`src/hdl/rsm_pkg.sv`:
```
// Purpose: shared constants and types for the seconds/minutes counter
// Assumes: 250 MHz system clock, APB register access
// Notes: offsets are byte addresses of aligned 32-bit words
package rsm_pkg;

	// ==========================================================
	// register map
	localparam logic [7:0] SEC_OFF = 8'h00;
	localparam logic [7:0] MIN_OFF = 8'h04;
	localparam logic [7:0] CTRL_OFF = 8'h08;
	localparam logic [7:0] DIV_OFF = 8'h0c;

	// ==========================================================
	// field positions
	localparam int BUSY_BIT = 7;
	localparam int CTRL_RUN_BIT = 0;
	localparam int CTRL_FREE_BIT = 1;

	// ==========================================================
	// reset values
	localparam logic [6:0] TIME_RST = 7'h00;
	localparam logic [1:0] CTRL_RST = 2'h0;
	localparam logic [7:0] DIV_RST = 8'h00;

	// ==========================================================
	// timing
	localparam int CLK_HZ = 250000000;
	localparam int TICK_HZ = 1;
	localparam int TICK_CYCLES = CLK_HZ / TICK_HZ;
	localparam int BUSY_CYCLES = 2;

	// ==========================================================
	// types
	typedef struct packed {
		logic [2:0] tens;
		logic [3:0] units;
	} rsm_bcd_t;

	typedef struct packed {
		logic [7:0] addr;
		logic write;
		logic [31:0] wdata;
	} rsm_req_t;

	typedef enum logic [1:0] {
		ST_IDLE = 2'b00,
		ST_SEC = 2'b01,
		ST_MIN = 2'b11
	} rsm_state_t;

endpackage

```
`src/hdl/rsm_bcd_digit.sv`:
```
// Purpose: one BCD pair (tens, units) with load and carry
// Assumes: step is a one-cycle pulse
// Notes: wraps at the configured maximum
`timescale 1ns/1ns
module rsm_bcd_digit #(
	parameter logic [3:0] UNITS_MAX = 4'h9,
	parameter logic [2:0] TENS_MAX = 3'h5
) (
	// clock and reset
	input wire logic sys_clk_i,
	input wire logic reset_i,
	// control
	input wire logic step_i,
	input wire logic load_i,
	input wire rsm_pkg::rsm_bcd_t load_val_i,
	// result
	output rsm_pkg::rsm_bcd_t value_o,
	output logic wrap_o
);

	// ==========================================================
	// carry, combinational so the next stage steps in the same cycle
	assign wrap_o = step_i && !load_i && value_o.units == UNITS_MAX &&
		value_o.tens == TENS_MAX;

	// ==========================================================
	// counting
	always_ff @(posedge sys_clk_i or posedge reset_i)
	begin
		if (reset_i)
		begin
			value_o <= rsm_pkg::TIME_RST;
		end
		else if (load_i)
		begin
			value_o <= load_val_i;
		end
		else if (step_i)
		begin
			if (value_o.units >= UNITS_MAX)
			begin
				value_o.units <= 4'h0;
				if (value_o.tens >= TENS_MAX)
				begin
					value_o.tens <= 3'h0;
				end
				else
				begin
					value_o.tens <= value_o.tens + 3'h1;
				end
			end
			else
			begin
				value_o.units <= value_o.units + 4'h1;
			end
		end
	end

endmodule

```
`src/hdl/rsm_top.sv`:
```
// Purpose: seconds and minutes stage of a real-time clock
// Assumes: APB slave, one clock domain
// Notes: hour carry and divided clock leave on pins
//
// The implementer's own choices: the register addresses and the APB interface to the registers.
`timescale 1ns/1ns
module rsm_top #(
	parameter int TICK_DIV = rsm_pkg::TICK_CYCLES
) (
	// clock and reset
	input wire logic sys_clk_i,
	input wire logic reset_i,
	// apb
	input wire logic psel_i,
	input wire logic penable_i,
	input wire logic pwrite_i,
	input wire logic [7:0] paddr_i,
	input wire logic [31:0] pwdata_i,
	output logic [31:0] prdata_o,
	output logic pready_o,
	output logic pslverr_o,
	// pins
	output logic divided_clock_out_pin_o,
	output logic hour_carry_o
);

	// ==========================================================
	// elaboration checks
	initial
	begin
		if (TICK_DIV < 4)
		begin
			$error("TICK_DIV too small");
		end
	end

	// ==========================================================
	// declarations
	rsm_pkg::rsm_req_t req;
	rsm_pkg::rsm_bcd_t sec_val;
	rsm_pkg::rsm_bcd_t min_val;
	rsm_pkg::rsm_state_t state;
	logic [31:0] tick_cnt;
	logic tick;
	logic [1:0] ctrl;
	logic [7:0] div_sel;
	logic [7:0] free_cnt;
	logic [7:0] div_cnt;
	logic sec_wrap;
	logic min_wrap;
	logic sec_step;
	logic sec_load;
	logic min_load;
	logic wr_acc;
	logic rd_acc;
	logic busy;
	logic [31:0] next_rdata;

	assign req = '{addr: paddr_i, write: pwrite_i, wdata: pwdata_i};
	assign wr_acc = psel_i && penable_i && req.write;
	assign rd_acc = psel_i && penable_i && !req.write;

	// ==========================================================
	// one hertz timebase
	always_ff @(posedge sys_clk_i or posedge reset_i)
	begin
		if (reset_i)
		begin
			tick_cnt <= 32'h0;
			tick <= 1'b0;
		end
		else if (!ctrl[rsm_pkg::CTRL_RUN_BIT])
		begin
			tick_cnt <= 32'h0;
			tick <= 1'b0;
		end
		else if (tick_cnt == 32'(TICK_DIV - 1))
		begin
			tick_cnt <= 32'h0;
			tick <= 1'b1;
		end
		else
		begin
			tick_cnt <= tick_cnt + 32'h1;
			tick <= 1'b0;
		end
	end

	// ==========================================================
	// update sequencer, drives busy flag
	always_ff @(posedge sys_clk_i or posedge reset_i)
	begin
		if (reset_i)
		begin
			state <= rsm_pkg::ST_IDLE;
		end
		else
		begin
			case (state)
				rsm_pkg::ST_IDLE:
				begin
					if (tick)
					begin
						state <= rsm_pkg::ST_SEC;
					end
				end
				rsm_pkg::ST_SEC:
				begin
					state <= rsm_pkg::ST_MIN;
				end
				rsm_pkg::ST_MIN:
				begin
					state <= rsm_pkg::ST_IDLE;
				end
				default:
				begin
					state <= rsm_pkg::ST_IDLE;
				end
			endcase
		end
	end

	assign busy = state != rsm_pkg::ST_IDLE;
	assign sec_step = state == rsm_pkg::ST_SEC &&
		!ctrl[rsm_pkg::CTRL_FREE_BIT];

	// ==========================================================
	// digit writes; free mode blocks seconds writes
	assign sec_load = wr_acc && req.addr == rsm_pkg::SEC_OFF &&
		!ctrl[rsm_pkg::CTRL_FREE_BIT];
	assign min_load = wr_acc && req.addr == rsm_pkg::MIN_OFF;

	rsm_bcd_digit #(
		.UNITS_MAX(4'h9),
		.TENS_MAX(3'h5)
	) u_sec (
		.sys_clk_i(sys_clk_i),
		.reset_i(reset_i),
		.step_i(sec_step),
		.load_i(sec_load),
		.load_val_i(rsm_pkg::rsm_bcd_t'(req.wdata[6:0])),
		.value_o(sec_val),
		.wrap_o(sec_wrap)
	);

	rsm_bcd_digit #(
		.UNITS_MAX(4'h9),
		.TENS_MAX(3'h5)
	) u_min (
		.sys_clk_i(sys_clk_i),
		.reset_i(reset_i),
		.step_i(sec_wrap),
		.load_i(min_load),
		.load_val_i(rsm_pkg::rsm_bcd_t'(req.wdata[6:0])),
		.value_o(min_val),
		.wrap_o(min_wrap)
	);

	// ==========================================================
	// hour carry pulse
	always_ff @(posedge sys_clk_i or posedge reset_i)
	begin
		if (reset_i)
		begin
			hour_carry_o <= 1'b0;
		end
		else
		begin
			hour_carry_o <= min_wrap;
		end
	end

	// ==========================================================
	// free-running counter
	always_ff @(posedge sys_clk_i or posedge reset_i)
	begin
		if (reset_i)
		begin
			free_cnt <= 8'h00;
		end
		else if (!ctrl[rsm_pkg::CTRL_FREE_BIT])
		begin
			free_cnt <= 8'h00;
		end
		else if (tick)
		begin
			free_cnt <= free_cnt + 8'h01;
		end
	end

	// ==========================================================
	// control registers
	always_ff @(posedge sys_clk_i or posedge reset_i)
	begin
		if (reset_i)
		begin
			ctrl <= rsm_pkg::CTRL_RST;
			div_sel <= rsm_pkg::DIV_RST;
		end
		else if (wr_acc && req.addr == rsm_pkg::CTRL_OFF)
		begin
			ctrl <= req.wdata[1:0];
		end
		else if (wr_acc && req.addr == rsm_pkg::DIV_OFF)
		begin
			div_sel <= req.wdata[7:0];
		end
	end

	// ==========================================================
	// divided clock output, toggles every div_sel+1 ticks
	always_ff @(posedge sys_clk_i or posedge reset_i)
	begin
		if (reset_i)
		begin
			div_cnt <= 8'h00;
			divided_clock_out_pin_o <= 1'b0;
		end
		else if (tick)
		begin
			if (div_cnt >= div_sel)
			begin
				div_cnt <= 8'h00;
				divided_clock_out_pin_o <= !divided_clock_out_pin_o;
			end
			else
			begin
				div_cnt <= div_cnt + 8'h01;
			end
		end
	end

	// ==========================================================
	// apb read path, zero wait states
	always_comb
	begin
		next_rdata = 32'h0;
		case (req.addr)
			rsm_pkg::SEC_OFF:
			begin
				if (ctrl[rsm_pkg::CTRL_FREE_BIT])
				begin
					next_rdata = {24'h0, free_cnt};
				end
				else
				begin
					next_rdata = {24'h0, busy, sec_val};
				end
			end
			rsm_pkg::MIN_OFF:
			begin
				next_rdata = {24'h0, busy, min_val};
			end
			rsm_pkg::CTRL_OFF:
			begin
				next_rdata = {30'h0, ctrl};
			end
			rsm_pkg::DIV_OFF:
			begin
				next_rdata = {24'h0, div_sel};
			end
			default:
			begin
				next_rdata = 32'h0;
			end
		endcase
	end

	always_ff @(posedge sys_clk_i or posedge reset_i)
	begin
		if (reset_i)
		begin
			prdata_o <= 32'h0;
			pready_o <= 1'b0;
			pslverr_o <= 1'b0;
		end
		else
		begin
			pready_o <= psel_i && !penable_i;
			pslverr_o <= psel_i && !penable_i &&
				req.addr != rsm_pkg::SEC_OFF &&
				req.addr != rsm_pkg::MIN_OFF &&
				req.addr != rsm_pkg::CTRL_OFF &&
				req.addr != rsm_pkg::DIV_OFF;
			if (psel_i && !penable_i && !req.write)
			begin
				prdata_o <= next_rdata;
			end
		end
	end

	// ==========================================================
	// assertions
	a_sec_range: assert property (
		@(posedge sys_clk_i) disable iff (reset_i)
		sec_val.units <= 4'h9 || $past(sec_load))
		else $error("seconds units out of range");
	a_sec_tens: assert property (
		@(posedge sys_clk_i) disable iff (reset_i)
		sec_val.tens <= 3'h5 || $past(sec_load))
		else $error("seconds tens out of range");
	a_min_step: assert property (
		@(posedge sys_clk_i) disable iff (reset_i)
		!sec_wrap && !min_load |=> $stable(min_val))
		else $error("minutes moved without carry");
	a_sec_wraps: assert property (
		@(posedge sys_clk_i) disable iff (reset_i)
		sec_step && !sec_load && sec_val == 7'h59 |=> sec_val == 7'h00)
		else $error("seconds did not wrap");
	a_min_wraps: assert property (
		@(posedge sys_clk_i) disable iff (reset_i)
		sec_wrap && !min_load && min_val == 7'h59 |=> min_val == 7'h00)
		else $error("minutes did not wrap");
	a_min_units: assert property (
		@(posedge sys_clk_i) disable iff (reset_i)
		sec_wrap && !min_load && min_val == 7'h09 |=> min_val == 7'h10)
		else $error("minutes units carry wrong");
	a_busy_len: assert property (
		@(posedge sys_clk_i) disable iff (reset_i)
		$rose(busy) |-> busy [*2] ##1 !busy)
		else $error("busy length wrong");
	a_hour_carry: assert property (
		@(posedge sys_clk_i) disable iff (reset_i)
		min_wrap |=> hour_carry_o)
		else $error("hour carry missing");
	a_free_ro: assert property (
		@(posedge sys_clk_i) disable iff (reset_i)
		ctrl[rsm_pkg::CTRL_FREE_BIT] |=> $stable(sec_val))
		else $error("seconds moved in free mode");
	a_stop_hold: assert property (
		@(posedge sys_clk_i) disable iff (reset_i)
		!ctrl[rsm_pkg::CTRL_RUN_BIT] ##1 !ctrl[rsm_pkg::CTRL_RUN_BIT]
		|-> !tick)
		else $error("tick while stopped");
	a_div_toggle: assert property (
		@(posedge sys_clk_i) disable iff (reset_i)
		!tick |=> $stable(divided_clock_out_pin_o))
		else $error("divided clock moved without tick");

	c_min_carry: cover property (@(posedge sys_clk_i) disable iff (reset_i)
		sec_wrap);
	c_hour: cover property (@(posedge sys_clk_i) disable iff (reset_i)
		hour_carry_o);
	c_busy_read: cover property (@(posedge sys_clk_i) disable iff (reset_i)
		rd_acc && busy);
	c_free: cover property (@(posedge sys_clk_i) disable iff (reset_i)
		ctrl[rsm_pkg::CTRL_FREE_BIT] && tick);

endmodule

```
`config.mk`:
```
export PLATFORM = sky130hd
export DESIGN_NAME = rsm_top
export DESIGN_NICKNAME = d
export VERILOG_FILES = /design/src/hdl/rsm_pkg.sv /design/src/hdl/rsm_bcd_digit.sv /design/src/hdl/rsm_top.sv
export SDC_FILE = /design/constraint.sdc
export NUM_CORES = 1
export LEC_CHECK = 0
export ABC_AREA = 1
export BUFFER_PORTS_ARGS = -buffer_cell sky130_fd_sc_hd__buf_4
export CAP_MARGIN = 20
export CORE_MARGIN = 3
export CORE_UTILIZATION = 45
export DETAILED_ROUTE_END_ITERATION = 7
export PLACE_DENSITY = 0.65
export SLEW_MARGIN = 10
export SYNTH_ARGS = -nofsm -noshare
export SYNTH_HDL_FRONTEND = slang
export SYNTH_SLANG_ARGS = --single-unit
```
`constraint.sdc`:
```
create_clock -name sys_clk_i -period 7.22 [get_ports sys_clk_i]
set_input_delay 0.722 -clock sys_clk_i [delete_from_list [all_inputs] [get_ports sys_clk_i]]
set_output_delay 0.722 -clock sys_clk_i [all_outputs]
set_load 0.005 [all_outputs]
```
==> impl_metrics.env <==
export IMPL_ys_seq_area_share_pct=39.4
export IMPL_drv_slew=0
export IMPL_leakagePower_uw=0.00284
export IMPL_nFillCells=1123
export IMPL_dp_hpwl_mm=10.2
export IMPL_synth_main_ff_cell="dfrtp_1"
export IMPL_mostFrequentLayoutCell="nand2_1"
export IMPL_routed_wl_mm=13.2
export IMPL_nNetsFinal=859
export IMPL_cts_tree="done"
export IMPL_grt_pass1_wl_mm=21.7
export IMPL_die_w_um=117
export IMPL_vias=4785
export IMPL_holdWs_ns=0.330
export IMPL_drive_gt1_share_pct=10.4
export IMPL_post_cts_resized=0
export IMPL_ioPinCount=81
export IMPL_first_global_vias=4397
export IMPL_cts_root_buf="clkbuf_16"
export IMPL_synth_seq_cells=87
export IMPL_grt_use_total_pct=20.6
export IMPL_clkSinkCount=87
export IMPL_wl_per_cell_um=14.1
export IMPL_hold_path_class="input pin to async pin"
export IMPL_final_cell_mix="nand2_1 (216), nor2_1 (126), dfrtp_1 (87)"
export IMPL_post_synth_cell_area_avg_um2=7.28
export IMPL_worst_setup_path_start_kind="flip-flop"
export IMPL_cap_violations=0
export IMPL_critPathMaxFanout=12
export IMPL_start_util_pct=47.2
export IMPL_coreArea_um2=11700
export IMPL_clkLatencyLatePin_ns=0.34
export IMPL_rr_endpoint="tick_cnt[22]"
export IMPL_max_freq_mhz=507
export IMPL_synth_cells=759
export IMPL_required_ns=7.43
export IMPL_ctsHoldBuffers=0
export IMPL_critical_path_class="flip-flop to flip-flop"
export IMPL_setup_tns_ns=0
export IMPL_postCtsSetupRepairBufs=0
export IMPL_async_reset_ff_share_pct=100
export IMPL_numPortBuffers=32
export IMPL_period_needed_ns=1.97
export IMPL_ff_latch_area_um2=2180
export IMPL_synthToLayoutAreaGrowth_pct=10.1
export IMPL_crit_path_frequent_cell="nand2_1"
export IMPL_grt_overflow=0
export IMPL_synth_cell_type_count=36
export IMPL_reg2reg_from="tick_cnt[0]"
export IMPL_utilization_pct=51.9
export IMPL_cts_path_max_buffers=2
export IMPL_rsz0062_at_grt="false"
export IMPL_synth_edff_count=0
export IMPL_slew_headroom_pct=41.2
export IMPL_crit_chain="ha_1 > inv_2 > nor2_4 > nand2_1 > nor2_2 > nand3_1 > nand2_1 > nor2_1"
export IMPL_min_period_over_period_pct=27.3
export IMPL_multiInputGateArea_um2=2900
export IMPL_drc_errors=0
export IMPL_die_h_um=117
export IMPL_path_clk_slew_ns=0.07
export IMPL_gp_congestion=0.939
export IMPL_drt_iter0_drc=361
export IMPL_finalSetupViolCount=0
export IMPL_grt_start_max_net_pins=70
export IMPL_critical_path_endpoint="tick_cnt[22]"
export IMPL_die_area_um2=13600
export IMPL_dr_pass1_iters=5
export IMPL_power_density_nw_per_um2=161
export IMPL_cp_end_kind="flip-flop"
export IMPL_tightest_slew_ns=0.882
export IMPL_yosysWarningCount=0
export IMPL_antenna_found_initial=0
export IMPL_rows=39
export IMPL_htree_levels=3
export IMPL_finClkSkew_ns=0.00915
export IMPL_worstPathArrival_ns=2.18
export IMPL_hold_viol=0
export IMPL_drtAntennaViolNets=0
export IMPL_ir_drop_uv=131
export IMPL_cpPeakStageDelay_ns=0.43
export IMPL_crit_start="tick_cnt[0]"
export IMPL_syn_area_um2=5530
export IMPL_diodes=0
export IMPL_cts_inserted_buffers=9
export IMPL_r2r_slack_ns=5.25
export IMPL_routed_via_density=5.09
export IMPL_status="completed"
export IMPL_worstRegToRegCells=8
export IMPL_slowest_stage="dfrtp_1"
## cells in the mapped netlist (all sizes together), types with 2 or more instances
cell,instances,area share (%)
a21oi,14,1.3
buf,31,4.1
clkbuf,2,0.14
dfrtp,87,39
ha,21,4.8
inv,80,5.4
nand2,227,16
nand3,58,5.6
nand3b,2,0.27
nand4,14,1.6
nor2,136,10
nor3,14,1.3
nor4,2,0.23
o211ai,5,0.68
o21ai,28,2.8
o31ai,2,0.27
xnor2,9,1.4
xor2,22,3.5
## sequential cells by signal, summed over array words and instances, names as in the netlist
signal,count
ctrl,2
div_cnt,8
div_sel,8
divided_clock_out_pin_o,1
free_cnt,8
hour_carry_o,1
prdata_o,8
pready_o,1
pslverr_o,1
state,2
tick,1
tick_cnt,32
u_min.value_o,7
u_sec.value_o,7
## routing by layer
layer	vias to the layer above	routed length (µm)	global-route usage (%)
li1	2416	-	-
met1	2230	6440	30.6
met2	129	5770	29.7
met3	10	920	6.38
met4	0	111	4.51
met5	-	0	0
## stage by stage
step,power (µW),cell area [µm²],std cells,setup slack (ns)
after global placement,551,5810,925,5.26
after global routing,1020,6080,940,5.13
after floorplan,540,5610,782,4.25
after detailed placement,552,5810,925,5.24
final,978,6080,940,5.25
after CTS,989,6080,940,5.27
## final cells by class
type | count | area share, %
timing repair buffer | 33 | 4.07
clock inverter | 4 | 0.514
tap | 143 | 2.94
clock buffer | 11 | 3.99
inverter | 80 | 4.96
sequential | 87 | 35.8
multi-input combinational | 582 | 47.7
## worst min path at each step
stage              from           end  slack [ns]
6_report        reset_i  tick_cnt[24]        0.33
5_1_grt         reset_i  tick_cnt[24]        0.34
4_1_cts         reset_i  tick_cnt[30]        0.34
3_5_place_dp   state[1]      state[0]        0.45
3_3_place_gp   state[1]      state[0]        0.44
2_1_floorplan  state[1]      state[0]        0.42
## where the power goes
group          switching [µW]  internal [µW]
Sequential               3.39            491
Clock                     194            242
Combinational            32.6           15.7
Total                     230            748
## worst max-delay path, delay by kind of cell (launching register included)
| family | cells | cell delay (ns) |
|---|---|---|
| adder cells (fa/ha/maj) | 1 | 0.32 |
| AND/OR/NAND/NOR | 6 | 1.00 |
| buffers and inverters | 1 | 0.08 |
| flip-flops | 1 | 0.43 |
## kinds of logic (layout without fill, tap and decap cells)
family / after synthesis / count (layout) / share of synthesized area, %
and+or+nand+nor: 455 / 455 / 35.9
buffers and inverters: 113 / 128 / 9.64
DFF: 87 / 87 / 39.4
AOI/OAI and AO/OA: 51 / 51 / 5.30
xor gates and xnor gates: 31 / 31 / 4.91
adders and majority gates: 21 / 21 / 4.75
other: 1 / 24 / 0.0679
Power figures use the tool's default switching activity.
